===== src/rtl/usb_pkg.sv =====
// Package for the UART buffer alias and test-access block.
// Assumes one clock (core_clk, 40 MHz) and the UART reset (rst).
package usb_pkg;
	// Register byte offsets
	localparam logic [7:0] ALIAS_LO_OFS   = 8'h30;
	localparam logic [7:0] ALIAS_HI_OFS   = 8'h6c;
	localparam logic [7:0] TEST_EN_OFS    = 8'h70;
	localparam logic [7:0] TX_PEEK_OFS    = 8'h74;
	localparam logic [7:0] RX_INJECT_OFS  = 8'h78;
	// Field positions
	localparam int TEST_EN_BIT   = 0;
	localparam int INJ_PE_BIT    = 8;
	localparam int INJ_FE_BIT    = 9;
	// Reset values
	localparam logic       TEST_EN_RST = 1'b0;
	localparam logic [7:0] DATA_RST    = 8'h00;
	// FIFO shape (fixed)
	localparam int FIFO_DEPTH = 4;
	localparam int RX_WIDTH   = 10;
	localparam int TX_WIDTH   = 8;
endpackage


===== src/rtl/usb_fifo.sv =====
// Small synchronous FIFO with valid/ready on both sides.
// Assumes push and pop come from logic on the same clock.
`timescale 1ns/1ps
`default_nettype none
module usb_fifo #(
	parameter int WIDTH = 8,
	parameter int DEPTH = 4
) (
	// Clock and reset
	input  wire logic             core_clk,
	input  wire logic             rst,
	// Fill side
	input  wire logic             in_valid,
	input  wire logic [WIDTH-1:0] in_data,
	output logic                  in_ready,
	// Drain side
	output logic                  out_valid,
	output logic [WIDTH-1:0]      out_data,
	input  wire logic             out_ready,
	// Occupancy
	output logic [$clog2(DEPTH):0] level
);
	localparam int AW = $clog2(DEPTH);
	typedef struct packed {
		logic [DEPTH-1:0][WIDTH-1:0] mem;
		logic [AW-1:0]               rd;
		logic [AW-1:0]               wr;
		logic [AW:0]                 cnt;
	} usb_fifo_st_t;
	usb_fifo_st_t st;
	usb_fifo_st_t next_st;
	logic push;
	logic pop;

	////////////////////////////////////////////////////////////////////////
	// Handshake and flags
	assign in_ready  = (st.cnt != (AW+1)'(DEPTH));
	assign out_valid = (st.cnt != '0);
	assign out_data  = st.mem[st.rd];
	assign level     = st.cnt;
	assign push      = in_valid & in_ready;
	assign pop       = out_valid & out_ready;

	// Next state
	always_comb begin
		next_st = st;
		if (push) begin
			next_st.mem[st.wr] = in_data;
			next_st.wr = (st.wr == AW'(DEPTH-1)) ? '0 : st.wr + AW'(1);
		end
		if (pop) begin
			next_st.rd = (st.rd == AW'(DEPTH-1)) ? '0 : st.rd + AW'(1);
		end
		next_st.cnt = st.cnt + (AW+1)'(push) - (AW+1)'(pop);
	end

	// State register
	always_ff @(posedge core_clk or posedge rst) begin
		if (rst) begin
			st <= '0;
		end else begin
			st <= next_st;
		end
	end
endmodule
`default_nettype wire


===== src/rtl/usb_top.sv =====
// UART receive/transmit buffer aliases, overrun handling and FIFO test access.
// Assumes a simple register port on core_clk; receiver, transmitter and FIFO
// control live elsewhere and meet this block through plain signals.
`timescale 1ns/1ps
`default_nettype none
module usb_top
	import usb_pkg::*;
(
	// Clock and reset
	input  wire logic        core_clk,
	input  wire logic        rst,
	// Register port
	input  wire logic        reg_sel,
	input  wire logic        reg_write,
	input  wire logic [7:0]  reg_addr,
	input  wire logic [31:0] reg_wdata,
	output logic [31:0]      reg_rdata,
	// Configuration from the FIFO control register
	input  wire logic        fifo_enable,
	// Receiver side
	input  wire logic        rx_char_valid,
	input  wire logic [7:0]  rx_char,
	input  wire logic        rx_framing_err,
	input  wire logic        rx_parity_err,
	// Transmitter side
	output logic             tx_char_valid,
	output logic [7:0]       tx_char,
	input  wire logic        tx_char_ready,
	// Status toward the line status register
	output logic             char_available_flag,
	output logic             overrun_pulse,
	output logic             rx_head_framing_err,
	output logic             rx_head_parity_err,
	output logic             test_access_mode
);
	typedef struct packed {
		logic [31:0] rdata;
		logic        test_en;
		logic [9:0]  rbr;
		logic        rbr_full;
		logic [7:0]  thr;
		logic        thr_full;
		logic        ovr;
		logic        tx_valid;
		logic [7:0]  tx_data;
		logic        avail;
		logic        fe;
		logic        pe;
	} usb_st_t;
	usb_st_t st;
	usb_st_t next_st;

	// Receive FIFO ports
	logic        rxf_in_valid;
	logic [9:0]  rxf_in_data;
	logic        rxf_in_ready;
	logic        rxf_out_valid;
	logic [9:0]  rxf_out_data;
	logic        rxf_out_ready;
	logic [2:0]  rxf_level;
	// Transmit FIFO ports
	logic        txf_in_valid;
	logic        txf_in_ready;
	logic        txf_out_valid;
	logic [7:0]  txf_out_data;
	logic        txf_out_ready;
	logic [2:0]  txf_level;

	// Decoded accesses
	logic alias_hit;
	logic alias_rd;
	logic alias_wr;
	logic peek_rd;
	logic inject_wr;
	logic test_wr;
	logic hw_rx;
	logic inj_push;

	////////////////////////////////////////////////////////////////////////
	// Address decoding helper
	function automatic logic in_alias(input logic [7:0] a);
		in_alias = (a >= ALIAS_LO_OFS) && (a <= ALIAS_HI_OFS) && (a[1:0] == 2'b00);
	endfunction

	// Access strobes
	always_comb begin
		alias_hit = in_alias(reg_addr);
		alias_rd  = reg_sel & ~reg_write & alias_hit;
		alias_wr  = reg_sel & reg_write & alias_hit;
		peek_rd   = 1'b0;
		inject_wr = 1'b0;
		test_wr   = 1'b0;
		if (reg_sel && reg_addr == TX_PEEK_OFS) begin
			peek_rd = ~reg_write & st.test_en;
		end else if (reg_sel && reg_addr == RX_INJECT_OFS) begin
			inject_wr = reg_write & st.test_en;
		end else if (reg_sel && reg_addr == TEST_EN_OFS) begin
			test_wr = reg_write;
		end
	end

	// In test mode the host replaces the receiver as the source
	assign hw_rx    = rx_char_valid & ~st.test_en;
	assign inj_push = inject_wr & fifo_enable;

	// Receive FIFO feed and drain
	// Without FIFOs the receiver feeds only the single buffer
	assign rxf_in_valid  = (hw_rx & fifo_enable) | inj_push;
	assign rxf_in_data   = inj_push ?
		{reg_wdata[INJ_FE_BIT], reg_wdata[INJ_PE_BIT], reg_wdata[7:0]} :
		{rx_framing_err, rx_parity_err, rx_char};
	assign rxf_out_ready = alias_rd & fifo_enable;

	// Transmit FIFO feed and drain
	assign txf_in_valid  = alias_wr & fifo_enable;
	assign txf_out_ready = st.test_en ? (peek_rd & fifo_enable)
	                                  : tx_char_ready;

	////////////////////////////////////////////////////////////////////////
	// Receive FIFO instance
	usb_fifo #(
		.WIDTH (RX_WIDTH),
		.DEPTH (FIFO_DEPTH)
	) u_rx_fifo (
		.core_clk  (core_clk),
		.rst       (rst),
		.in_valid  (rxf_in_valid),
		.in_data   (rxf_in_data),
		.in_ready  (rxf_in_ready),
		.out_valid (rxf_out_valid),
		.out_data  (rxf_out_data),
		.out_ready (rxf_out_ready),
		.level     (rxf_level)
	);

	// Transmit FIFO instance; its in_ready is not used, so alias writes to a full FIFO are lost
	usb_fifo #(
		.WIDTH (TX_WIDTH),
		.DEPTH (FIFO_DEPTH)
	) u_tx_fifo (
		.core_clk  (core_clk),
		.rst       (rst),
		.in_valid  (txf_in_valid),
		.in_data   (reg_wdata[7:0]),
		.in_ready  (txf_in_ready),
		.out_valid (txf_out_valid),
		.out_data  (txf_out_data),
		.out_ready (txf_out_ready),
		.level     (txf_level)
	);

	////////////////////////////////////////////////////////////////////////
	// Next-state logic
	always_comb begin
		next_st = st;
		next_st.ovr = 1'b0;
		// Test access enable register
		if (test_wr) begin
			next_st.test_en = reg_wdata[TEST_EN_BIT];
		end
		// Non-FIFO receive buffer: alias read empties it
		if (!fifo_enable && alias_rd) begin
			next_st.rbr_full = 1'b0;
		end
		if (!fifo_enable && (hw_rx || inject_wr)) begin
			next_st.rbr = inject_wr ?
				{reg_wdata[INJ_FE_BIT], reg_wdata[INJ_PE_BIT], reg_wdata[7:0]} :
				{rx_framing_err, rx_parity_err, rx_char};
			next_st.rbr_full = 1'b1;
			next_st.ovr = st.rbr_full & ~alias_rd;
		end
		// Full receive FIFO drops the new character
		if (fifo_enable && rxf_in_valid && !rxf_in_ready) begin
			next_st.ovr = 1'b1;
		end
		// Non-FIFO transmit holding register
		if (!fifo_enable && alias_wr) begin
			next_st.thr = reg_wdata[7:0];
			next_st.thr_full = 1'b1;
		end else if (!fifo_enable && st.thr_full) begin
			if (st.test_en ? peek_rd : (tx_char_ready && st.tx_valid)) begin
				next_st.thr_full = 1'b0;
			end
		end
		// Transmitter feed, held off in test mode
		if (fifo_enable) begin
			next_st.tx_valid = txf_out_valid & ~st.test_en;
			next_st.tx_data  = txf_out_data;
		end else begin
			next_st.tx_valid = next_st.thr_full & ~st.test_en;
			next_st.tx_data  = next_st.thr;
		end
		// Character-available flag and error flags of the head
		if (fifo_enable) begin
			next_st.avail = (rxf_level != 3'd0) | rxf_in_valid;
			if (rxf_level == 3'd1 && rxf_out_ready && !rxf_in_valid) begin
				next_st.avail = 1'b0;
			end
		end else begin
			next_st.avail = next_st.rbr_full;
		end
		// Read data: alias low byte, upper bits zero
		next_st.rdata = 32'h0000_0000;
		if (reg_sel && !reg_write) begin
			if (alias_hit) begin
				next_st.rdata[7:0] = fifo_enable ? rxf_out_data[7:0] : st.rbr[7:0];
			end else if (reg_addr == TEST_EN_OFS) begin
				next_st.rdata[TEST_EN_BIT] = st.test_en;
			end else if (reg_addr == TX_PEEK_OFS && st.test_en) begin
				next_st.rdata[7:0] = fifo_enable ? txf_out_data : st.thr;
			end
		end
		next_st.fe = fifo_enable ? rxf_out_data[9] : next_st.rbr[9];
		next_st.pe = fifo_enable ? rxf_out_data[8] : next_st.rbr[8];
	end

	// State register
	always_ff @(posedge core_clk or posedge rst) begin
		if (rst) begin
			st <= '0;
		end else begin
			st <= next_st;
		end
	end

	////////////////////////////////////////////////////////////////////////
	// Outputs straight from flip-flops
	assign reg_rdata           = st.rdata;
	assign tx_char_valid       = st.tx_valid;
	assign tx_char             = st.tx_data;
	assign char_available_flag = st.avail;
	assign overrun_pulse       = st.ovr;
	assign rx_head_framing_err = st.fe;
	assign rx_head_parity_err  = st.pe;
	assign test_access_mode    = st.test_en;
endmodule
`default_nettype wire


===== config.mk =====
export PLATFORM = sky130hd
export DESIGN_NAME = usb_top
export DESIGN_NICKNAME = d
export VERILOG_FILES = /design/src/rtl/usb_pkg.sv /design/src/rtl/usb_fifo.sv /design/src/rtl/usb_top.sv
export SDC_FILE = /design/constraint.sdc
export NUM_CORES = 1
export LEC_CHECK = 0
export BUFFER_PORTS_ARGS = -buffer_cell sky130_fd_sc_hd__buf_2
export CORE_MARGIN = 4
export CORE_UTILIZATION = 40
export CTS_CLUSTER_DIAMETER = 100
export DETAILED_ROUTE_END_ITERATION = 10
export SLEW_MARGIN = 20
export SYNTH_ARGS = -nofsm -noshare
export SYNTH_HDL_FRONTEND = slang
export SYNTH_HIERARCHICAL = 1
export SYNTH_SLANG_ARGS = --single-unit
export TNS_END_PERCENT = 20

===== constraint.sdc =====
create_clock -name core_clk -period 2.75 [get_ports core_clk]
set_input_delay 0.4125 -clock core_clk [delete_from_list [all_inputs] [get_ports core_clk]]
set_output_delay 0.4125 -clock core_clk [all_outputs]
set_load 0.005 [all_outputs]

# Word-level counts from Yosys, hierarchy flattened
# Cells that the tools add are included.
# Widths: inputs -> output; s select.
# totals
input_bits,57
register_bits,128
out_inout_bits,46
word_cells,147
# classes
bitwise_logic,24
n_eq_ne,10
n_mux,44
magnitude_cmp,8
addsub,8
n_reduce_logical,26
# ops
operator,count
$mux 8,8
$bwmux 40,1
$mux 10,4
$bwmux 32,1
$eq 8x7->1 const B,3
$bmux 10 s2,1
$demux 10 s2,1
$and 1x1->1,19
$mux 1,19
$logic_and 1x1->1,18
$bmux 8 s2,1
$demux 8 s2,1
$lt 2x3->1 const B,4
$mux 11,1
$mux 9,1
$add 2x1->2 const B,4
$eq 2x2->1 const B,4
$ge 8x6->1 const B,1
$le 8x7->1 const B,1
$mux 2,4
$mux 7,1
$add 3x1->3,2
$ne 3x3->1 const B,2
$reduce_bool 3->1,2
8 further kinds,16

# Logic depth before layout (Yosys ltp)
# Gate-level depths: netlist of the first run.
# depth
ltp_word,10
depth_mapped,13
mapped_depth_nobuf,12

# Hierarchy
# The synthesis of the first run kept the hierarchy.
# modules_own_cells
mod,seq_area_each_um2,area_per_inst_um2,instances,cells_per_inst
usb_top,1051.0,2468.6,1,236
usb_fifo at u_rx_fifo,1176.1,2362.3,1,138
usb_fifo at u_tx_fifo,975.9,1996.9,1,120

# Least setup slack after synthesis of the first run
# Ideal clock, no wire load.
# synth_path
kind,input to register
startpoint,in reg_addr[7]
endpoint,reg u_rx_fifo.st (netlist bit u_rx_fifo/level[2])
path_stages,13
setup_ps,123
arrival_time_ps,2837
slack_ps,-209
path_buffers,1
required_ps,2627
cell_sequence,or3_1 buf_2 nor4_1 a21oi_1 nor2_1 nand2_1 ha_1 inv_1 ha_1 inv_1 fa_1 xnor2_1 xnor2_1
# synth_rtl
element,line,text
from (decl),usb_top.sv:15,"input wire logic [7:0] reg_addr,"
to (signal assigned),usb_fifo.sv:62,st <= next_st;
to (decl),usb_fifo.sv:30,usb_fifo_st_t st;

==> flow_summary_export.csv, run 1 <==
group,metric,value,unit
detailed_routing,drc,0,
power_and_ir_drop,p_int,3860,µW
cells_and_area,drive_gt1_share,43.3,%
global_routing,overflow,0,
power_and_ir_drop,p_switching,1350,µW
logic_synthesis,syn_area_per_cell,13.9,µm²
placement,dp_hpwl,10.4,mm
clock_tree,ctsLongestPathBuffers,2,
die,die-area,0.0192,mm²
timing,fin_skew,0.00674,ns
global_routing,grt_pass1_wl,24.5,mm
timing,fin_crit_sh,91.9,%
cells_and_area,fin_area,0.00766,mm²
cells_and_area,syn_to_final_growth,12.6,%
detailed_routing,antenna_left,0,
timing,rsz0062_at_grt,"false",
clock_tree,htree_levels,4,
cells_and_area,finalNetCount,616,
detailed_routing,wl_per_cell,19.4,µm
worst_setup_path,critical_path_class,"in -> reg",
power_and_ir_drop,irDropWorstVdd,0.000360,V
worst_setup_path,cp-end-kind,"flip-flop",
logic_synthesis,yosys_warnings,6,
timing,drv_slew,0,
worst_setup_path,crit_path_max_fanout,3,
global_routing,grtUsageTotal,16.4,%
clock_tree,cts_resized,0,
timing,finalSetupViolCount,0,
detailed_routing,vias,4001,
detailed_routing,drt_first_pass_iters,6,
power_and_ir_drop,power_frac_comb,15.7,%
power_and_ir_drop,p_clk_share,39.4,%
worst_setup_path,worstPathArrival,2.87,ns
clock_tree,cts-root-buf,"clkbuf_16",
global_routing,grt_pass1_vias,4367,
cells_and_area,antenna_cells,0,
job,cap_violations,0,
die,die_h,138,µm
detailed_routing,wl,15.0,mm
cells_and_area,n_fill_cell,1474,
die,ios,103,
worst_setup_path,ff2ff_path_depth,12,
die,floorplan.core_area,0.0166,mm²
clock_tree,clock_latency,0.42,ns
clock_tree,numCtsBuffers,17,
global_routing,antenna_found_initial,0,
timing,finalHoldViolCount,0,
placement,port_buffers,56,
die,num_rows,47,
outcome,status,"completed",
logic_synthesis,syn-cell-area,0.00681,mm²
hold_path,hp-class,"in -> async",
logic_synthesis,synthCells,491,
die,start_util,40.9,%
clock_tree,clk_pin_slew,0.05,ns
power_and_ir_drop,p_leak,0.00369,µW
clock_tree,cts_tree,"done",
cells_and_area,stdcell_count,776,
worst_setup_path,reg2reg_slack,0.26,ns
power_and_ir_drop,power_frac_seq,44.9,%
placement,placedInstanceArea,0.00713,mm²
power_and_ir_drop,switching_share,25.9,%
die,die_w,138,µm
clock_tree,cts.sinks,128,
timing,fmax,396,MHz
timing,worst_pin_slew,0.924,ns
global_routing,grt_max_degree,43,
worst_setup_path,worst_ep_required_time,3.09,ns
clock_tree,postCtsHoldBufs,0,
power_and_ir_drop,power.density,680,mW/mm²
timing,slew_headroom,38.3,%
detailed_routing,drt_iter0_drc,217,
timing,finalCriticalPeriod,2.53,ns
detailed_routing,via_per_inst,5.16,
placement,dp.cells,744,
cells_and_area,final_core_util,46.0,%
clock_tree,post_cts_buffers,0,
placement,place_congestion,0.795,
worst_setup_path,cp-start-kind,"input port",
flip-flops by register name, indices dropped and copies added, names as in the netlist:
name	flops
rx_head_parity_err	1
u_tx_fifo/level	3
rx_head_framing_err	1
tx_char	8
reg_rdata	8
st	20
u_rx_fifo/level	3
u_tx_fifo/st	36
char_available_flag	1
u_rx_fifo/st	44
test_access_mode	1
tx_char_valid	1
overrun_pulse	1
cell type report:
class | count | area, µm² | share of cell area (%)
repair buffers | 79 | 465 | 6.07
clock inverters | 7 | 60.1 | 0.784
flip-flops and latches | 128 | 3200 | 41.8
clock buffers | 25 | 475 | 6.20
inverters | 18 | 67.6 | 0.882
well taps | 220 | 275 | 3.59
multi-input cells | 299 | 3120 | 40.7
worst paths after layout:
| kind | from | to |
|---|---|---|
| worst min-delay path | rst | u_rx_fifo/st[12]$_DFFE_PP0P_ |
| worst max register to register | test_access_mode$_DFFE_PP0P_ | u_rx_fifo/level[2]$_DFF_PP0_ |
| min in group core_clk | reg_sel | reg_rdata[0]$_DFF_PP0_ |
| worst max-delay path | reg_addr[7] | u_rx_fifo/level[2]$_DFF_PP0_ |
| max in group asynchronous | rst | u_rx_fifo/st[20]$_DFFE_PP0P_ |
| worst min register to register | u_tx_fifo/level[2]$_DFF_PP0_ | u_tx_fifo/level[2]$_DFF_PP0_ |
worst max-delay path: stages:
cell and delay (ns):
buf_2 0.10, or3_1 0.43, nor4_2 0.34, a21oi_1 0.13, nor2_2 0.14, nand2_1 0.09, ha_1 0.30, inv_1 0.05
ha_1 0.13, inv_1 0.05, fa_1 0.37, xnor2_1 0.19, xnor2_1 0.13
layer usage:
metal,wire (µm),global-route usage (%),vias to the layer above
li1,-,-,1805
met1,6750,21.2,2077
met2,7310,26.3,94
met3,562,4.04,25
met4,423,7.07,0
met5,0,0,-
layout by cell type, fill, tap and decap left out, types with 3 or more instances in the layout:
cell type	count
inv_1	16
a2bb2oi_1	9
a21boi_0	8
o22ai_1	16
nand2b_1	3
nand2_1	20
buf_2	56
a21oi_1	3
o21ai_0	12
mux2i_1	16
clkinv_2	6
mux4_2	18
mux2_2	26
and3_4	9
nor2_1	10
xnor2_1	3
conb_1	24
clkbuf_1	6
nand3_1	4
mux2_4	72
clkbuf_16	17
buf_4	22
ha_1	14
dfrtp_1	128
power by group through the flow:
stage | Sequential (µW) | Clock, µW | Combinational, µW
after detailed placement | 2370 | 0 | 829
after global routing | 2380 | 2200 | 907
after global placement | 2350 | 0 | 795
final | 2340 | 2050 | 821
after floorplan | 2260 | 0 | 778
after CTS | 2340 | 2100 | 835
metrics by stage:
stage	setup TNS, ns	hold slack (ns)	total power (µW)	worst slack, ns
after floorplan	-0.223	0.452	3040	-0.106
after global placement	-0.213	0.471	3150	-0.144
after detailed placement	-0.392	0.473	3200	-0.188
after CTS	0	0.0570	5270	0.221
after global routing	0	0.0925	5480	0.0606
final	0	0.0582	5210	0.224
Power figures use the tool's default switching activity.
==> run 2: changes to the inputs <==
--- a/config.mk
+++ b/config.mk
@@ -8,8 +8,10 @@
 export BUFFER_PORTS_ARGS = -buffer_cell sky130_fd_sc_hd__buf_2
 export CORE_MARGIN = 4
 export CORE_UTILIZATION = 40
+export CTS_BUF_LIST = sky130_fd_sc_hd__clkbuf_4
 export CTS_CLUSTER_DIAMETER = 100
 export DETAILED_ROUTE_END_ITERATION = 10
+export SKIP_CTS_REPAIR_TIMING = 1
 export SLEW_MARGIN = 20
 export SYNTH_ARGS = -nofsm -noshare
 export SYNTH_HDL_FRONTEND = slang
==> run 2 against run 1 <==
  * Hold slack gained 0.064 ns
  * Critical path type is now reg -> reg
  * Critical path depth down 1
  * Utilization shrank 1.7 points
  * Critical endpoint unchanged
  * First-iteration DRC count fell by 6.0%
  * Die area did not move
  * Clock-buffer cell count down 2
  * Flip-flop and latch count unchanged
  * Non-clock buffer count rose by 1
  * Sequential share of layout area rose by 1.6 points
  * Clock power down 44%
==> flow_summary_export.csv, run 2 (same netlist as run 1, synthesis figures left out) <==
group,metric,value,unit
cells_and_area,largestRegisters,"u_rx_fifo/st: 44 flops, u_tx_fifo/st: 36 flops, st: 20 flops",
placement,place_congestion,0.795,
timing,worst_pin_slew,0.933,ns
timing,worst_slack,0.247,ns
power_and_ir_drop,power,4300,µW
worst_setup_path,timing.rr.end,"u_rx_fifo/level[2]$_DFF_PP0_",
timing,fin_crit_sh,91.0,%
power_and_ir_drop,p_leak,0.00358,µW
die,die_w,138,µm
worst_setup_path,critical_path_class,"reg -> reg",
global_routing,antenna_found_initial,0,
clock_tree,cts_tree,"done",
worst_setup_path,reg2reg_slack,0.25,ns
power_and_ir_drop,irDropWorstVdd,0.000230,V
die,start_util,40.9,%
global_routing,grt_max_degree,43,
cells_and_area,antenna_cells,0,
timing,rsz0062_at_grt,"false",
detailed_routing,antenna_left,0,
placement,placedInstanceArea,0.00713,mm²
clock_tree,clk_pin_slew,0.10,ns
cells_and_area,final_core_util,44.3,%
worst_setup_path,cp_cell_sequence,"nand2_1 -> nor4_2 -> a21oi_1 -> nor2_2 -> nand2_1 -> ha_1 -> inv_1 -> ha_1 -> inv_1 -> fa_1 -> xnor2_1 -> xnor2_1",
worst_setup_path,reg2reg_from,"test_access_mode$_DFFE_PP0P_",
global_routing,grt_pass1_vias,4364,
detailed_routing,drt_iter0_drc,204,
global_routing,grtUsageTotal,16.0,%
power_and_ir_drop,power.density,583,mW/mm²
cells_and_area,final_cell_mix,"dfrtp_1, mux2_4, buf_2, mux2_2, conb_1",
timing,finalHoldViolCount,0,
cells_and_area,finalNetCount,617,
cells_and_area,fin_area,0.00738,mm²
worst_setup_path,crit_path_max_fanout,7,
job,cap_violations,0,
clock_tree,htree_levels,4,
detailed_routing,vias,3999,
worst_setup_path,cp-end-kind,"flip-flop",
placement,pre_cts_slack,-0.188,ns
cells_and_area,drive_gt1_share,44.0,%
worst_setup_path,crit_end,"u_rx_fifo/level[2]$_DFF_PP0_",
timing,fmax,399,MHz
detailed_routing,drc,0,
timing,fin_skew,0.0207,ns
cells_and_area,final_common_cell,"dfrtp_1",
cells_and_area,syn_to_final_growth,8.42,%
timing,slew_headroom,37.7,%
worst_setup_path,cp-start-kind,"flip-flop",
hold_path,hp-class,"in -> reg",
clock_tree,cts.sinks,128,
die,num_rows,47,
clock_tree,cts-root-buf,"clkbuf_4",
detailed_routing,wl,14.8,mm
worst_setup_path,ff2ff_path_depth,12,
die,ios,103,
outcome,status,"completed",
worst_setup_path,max_stage_delay,0.50,ns
worst_setup_path,critPathSlowestCell,"dfrtp_1",
cells_and_area,largest_register,"u_rx_fifo/st",
die,die_h,138,µm
worst_setup_path,worstPathArrival,2.98,ns
placement,dp_hpwl,10.4,mm
detailed_routing,wl_per_cell,19.1,µm
die,floorplan.core_area,0.0166,mm²
clock_tree,clock_latency,0.55,ns
worst_setup_path,worst_ep_required_time,3.23,ns
timing,finalCriticalPeriod,2.50,ns
detailed_routing,via_per_inst,5.15,
timing,finalSetupViolCount,0,
clock_tree,numCtsBuffers,17,
die,die-area,0.0192,mm²
cells_and_area,largest_reg_flops,44,
placement,port_buffers,56,
global_routing,overflow,0,
worst_setup_path,cp-startpoint,"test_access_mode$_DFFE_PP0P_",
timing,drv_slew,0,
detailed_routing,drt_first_pass_iters,4,
global_routing,grt_pass1_wl,24.2,mm
clock_tree,ctsLongestPathBuffers,2,
[run 2: cell count changes in the layout (fill, tap and decap cells not counted), sizes merged]
| cell | previous run | this run |
|---|---|---|
| clkbuf | 25 | 23 |
| clkinv | 7 | 9 |
| dlygate4sd3 | 0 | 1 |
[run 2: cell type report]
type / instances / area, µm²
clock buffers: 23 / 173
clock inverters: 9 / 67.6
fillers: 1517 / 9260
inverters: 18 / 67.6
multi-input cells: 299 / 3120
flip-flops and latches: 128 / 3200
well taps: 220 / 275
repair buffers: 80 / 475
[run 2: layer usage]
layer	track usage, %	share of wire (%)
met1	20.8	44
met2	25.9	48
met3	3.45	4.5
met4	7.28	3.1
met5	0	0
[run 2: critical path: cells and delay by family (launching register included)]
kind,cells,cell delay (ns)
xor+xnor,2,0.31
buf+inv,2,0.10
fa+ha+maj,3,0.80
simple gates,4,0.60
flops,1,0.50
compound gates,1,0.12
[run 2: worst min path at each step]
| stage | start | end | slack [ns] | cells past startpoint |
|---|---|---|---|---|
| floorplan | u_tx_fifo/level[2]$_DFF_PP0_ | u_tx_fifo/level[2]$_DFF_PP0_ | 0.45 | 1 |
| global placement | u_tx_fifo/level[2]$_DFF_PP0_ | u_tx_fifo/level[2]$_DFF_PP0_ | 0.47 | 1 |
| detailed placement | u_tx_fifo/level[2]$_DFF_PP0_ | u_tx_fifo/level[2]$_DFF_PP0_ | 0.47 | 1 |
| CTS | rst | u_rx_fifo/st[14]$_DFFE_PP0P_ | -0.11 | 2 |
| global route | reg_sel | reg_rdata[0]$_DFF_PP0_ | 0.11 | 3 |
| finish | reg_sel | reg_rdata[0]$_DFF_PP0_ | 0.12 | 3 |
[run 2: through the flow]
step	std cells	hold slack, ns	setup TNS [ns]
global placement	744	0.471	-0.213
global route	777	0.114	0
CTS	776	-0.109	0
detailed placement	744	0.473	-0.392
finish	777	0.122	0
floorplan	514	0.452	-0.223
[run 2: power by group]
group	total [µW]	switching (µW)	internal, µW
clock network	1150	659	493
registers	2330	220	2110
logic	818	350	469
total	4300	1230	3070
==> run 3: changes to the inputs <==
--- a/config.mk
+++ b/config.mk
@@ -5,6 +5,7 @@
 export SDC_FILE = /design/constraint.sdc
 export NUM_CORES = 1
 export LEC_CHECK = 0
+export ABC_AREA = 1
 export BUFFER_PORTS_ARGS = -buffer_cell sky130_fd_sc_hd__buf_2
 export CORE_MARGIN = 4
 export CORE_UTILIZATION = 40
==> run 3 against run 2 <==
  * Global-route usage up 1.3 points
  * Sequential power down 3%
  * Worst setup slack better by 0.24 ns
  * Critical endpoint unchanged
  * Combinational power up 63%
  * Wire length up 14%
  * Clock skew down 0.0097 ns
  * Die area up 6.5%
  * Largest cell class unchanged
  * Utilization down 0.93 points
  * First-iteration DRC count up 110%
  * Final area up 5.3%
  * Fmax up 10%
  * Synthesized cell count up 85%
==> flow_summary_export.csv, run 3 <==
group,metric,value,unit
outcome,status,"completed",
clock_tree,clk_pin_slew,0.12,ns
timing,fin_skew,0.0109,ns
worst_setup_path,cp-end-kind,"flip-flop",
die,ios,103,
clock_tree,cts.sinks,128,
placement,dp_hpwl,11.4,mm
detailed_routing,drt_iter0_drc,430,
worst_setup_path,crit_top_cell,"inv_1",
timing,fin_crit_sh,82.4,%
placement,dp.cells,1141,
worst_setup_path,max_stage_delay,0.45,ns
global_routing,grt_pass1_vias,5556,
job,cap_violations,0,
worst_setup_path,worstPathArrival,2.70,ns
global_routing,grt_max_degree,48,
power_and_ir_drop,p_leak,0.00412,µW
worst_setup_path,cp-start-kind,"flip-flop",
timing,drv_slew,0,
cells_and_area,final_common_cell,"nand2_1",
clock_tree,cts-root-buf,"clkbuf_4",
die,start_util,40.6,%
power_and_ir_drop,power,5140,µW
worst_setup_path,critical_path_class,"reg -> reg",
hold_path,hp-class,"in -> async",
timing,slew_headroom,38.9,%
global_routing,grt_pass1_wl,28.1,mm
logic_synthesis,syn_area_per_cell,8.02,µm²
cells_and_area,fin_area,0.00777,mm²
die,floorplan.core_area,0.0179,mm²
cells_and_area,largest_register,"u_rx_fifo/st",
timing,finalCriticalPeriod,2.27,ns
detailed_routing,wl,17.0,mm
cells_and_area,drive_gt1_share,15.3,%
clock_tree,numCtsBuffers,17,
timing,fmax,441,MHz
cells_and_area,syn_to_final_growth,6.79,%
global_routing,antenna_found_initial,1,
detailed_routing,antenna_left,0,
timing,whs,0.0127,ns
global_routing,overflow,0,
cells_and_area,final_cell_mix,"nand2_1, dfrtp_1, inv_1, nand4_1, buf_2",
timing,worst_pin_slew,0.915,ns
worst_setup_path,cp_cell_sequence,"inv_1 -> nand2_1 -> nand2_2 -> nand2_1 -> inv_1 -> nand2_2 -> ha_1 -> inv_1 -> ha_1 -> inv_1 -> fa_1 -> xor2_1",
cells_and_area,register_area,0.00320,mm²
power_and_ir_drop,power.density,661,mW/mm²
worst_setup_path,crit_path_max_fanout,6,
detailed_routing,drc,0,
clock_tree,clock_latency,0.53,ns
logic_synthesis,yosys_warnings,6,
clock_tree,ctsLongestPathBuffers,2,
cells_and_area,multi_input_area,0.00309,mm²
cells_and_area,largest_reg_flops,44,
clock_tree,cts_tree,"done",
cells_and_area,n_fill_cell,1871,
power_and_ir_drop,irDropWorstVdd,0.000286,V
worst_setup_path,worst_ep_required_time,3.19,ns
die,num_rows,49,
detailed_routing,vias,5828,
cells_and_area,finalNetCount,1004,
placement,placedInstanceArea,0.00742,mm²
cells_and_area,stdcell_count,1174,
detailed_routing,wl_per_cell,14.5,µm
logic_synthesis,synthCells,907,
detailed_routing,drt_first_pass_iters,7,
placement,place_congestion,0.762,
timing,fin_setup_tns,0,ns
die,die_w,143,µm
die,die_h,143,µm
die,die-area,0.0204,mm²
cells_and_area,largestRegisters,"u_rx_fifo/st: 44 flops, u_tx_fifo/st: 36 flops, st: 20 flops",
detailed_routing,via_per_inst,4.96,
timing,finalSetupViolCount,0,
global_routing,grtUsageTotal,17.4,%
clock_tree,htree_levels,4,
worst_setup_path,critPathSlowestCell,"dfrtp_1",
timing,rsz0062_at_grt,"false",
timing,finalHoldViolCount,0,
placement,port_buffers,56,
logic_synthesis,syn-cell-area,0.00728,mm²
==> run 3: cell count changes in the layout (fill, tap and decap cells not counted), moves of 12 or more <==
cell / change
a21oi_1: +16
inv_1: +94
mux2_2: -26
mux2_4: -72
mux2i_1: -16
mux4_2: -18
nand2_1: +275
nand3_1: +12
nand4_1: +77
o211ai_1: +17
o21ai_0: +40
o21ai_1: +22
o22ai_1: -16
==> run 3: worst paths after layout <==
check / from / to / slack [ns] / depth (start not counted)
max: test_access_mode$_DFFE_PP0P_ / u_rx_fifo/level[2]$_DFF_PP0_ / 0.48 / 12
min: rst / u_tx_fifo/st[8]$_DFFE_PP0P_ / 0.01 / 3
max reg2reg: test_access_mode$_DFFE_PP0P_ / u_rx_fifo/level[2]$_DFF_PP0_ / 0.48 / 12
min reg2reg: u_rx_fifo/st[18]$_DFFE_PP0P_ / u_rx_fifo/st[18]$_DFFE_PP0P_ / 0.48 / 2
max in group asynchronous: rst / tx_char[6]$_DFF_PP0_ / 2.09 / 2
min in group core_clk: reg_wdata[3] / u_tx_fifo/st[34]$_DFFE_PP0P_ / 0.18 / 3
==> run 3: layout make-up <==
type	instances	area share, %
Tap cell	229	3.69
Antenna cell	1	0.0322
Multi-Input combinational cell	597	39.8
Clock buffer	17	1.64
Sequential cell	128	41.2
Timing Repair Buffer	75	5.44
Clock inverter	15	2.80
Inverter	112	5.41
==> run 3: where the power goes <==
part,switching (µW),leakage [µW],internal [µW],total [µW]
registers,170,0.00166,2100,2270
clock network,734,0.000165,805,1540
logic,879,0.00230,448,1330
total,1780,0.00412,3350,5140
==> run 3: per-layer routing <==
| layer | global-route usage (%) | vias up | part of all wire [%] |
|---|---|---|---|
| met5 | 0 | - | 0 |
| met4 | 5.90 | 0 | 1.7 |
| met3 | 3.25 | 19 | 4.8 |
| met2 | 26.0 | 145 | 45 |
| met1 | 25.3 | 2739 | 49 |
| li1 | - | 2925 | - |
==> run 3: worst max-delay path, delay by kind of cell, from the launching register on <==
kind	cells	cell delay (ns)
adders and majority gates	3	0.78
DFF	1	0.45
and+or+nand+nor	4	0.43
buffers and inverters	4	0.34
xor gates and xnor gates	1	0.17
==> run 3: through the flow <==
stage,utilization [%],worst slack (ns)
2_1_floorplan,-,0.149
3_3_place_gp,41.5,0.207
3_5_place_dp,41.5,0.193
4_1_cts,43.4,0.455
5_1_grt,43.4,0.259
6_report,43.4,0.483
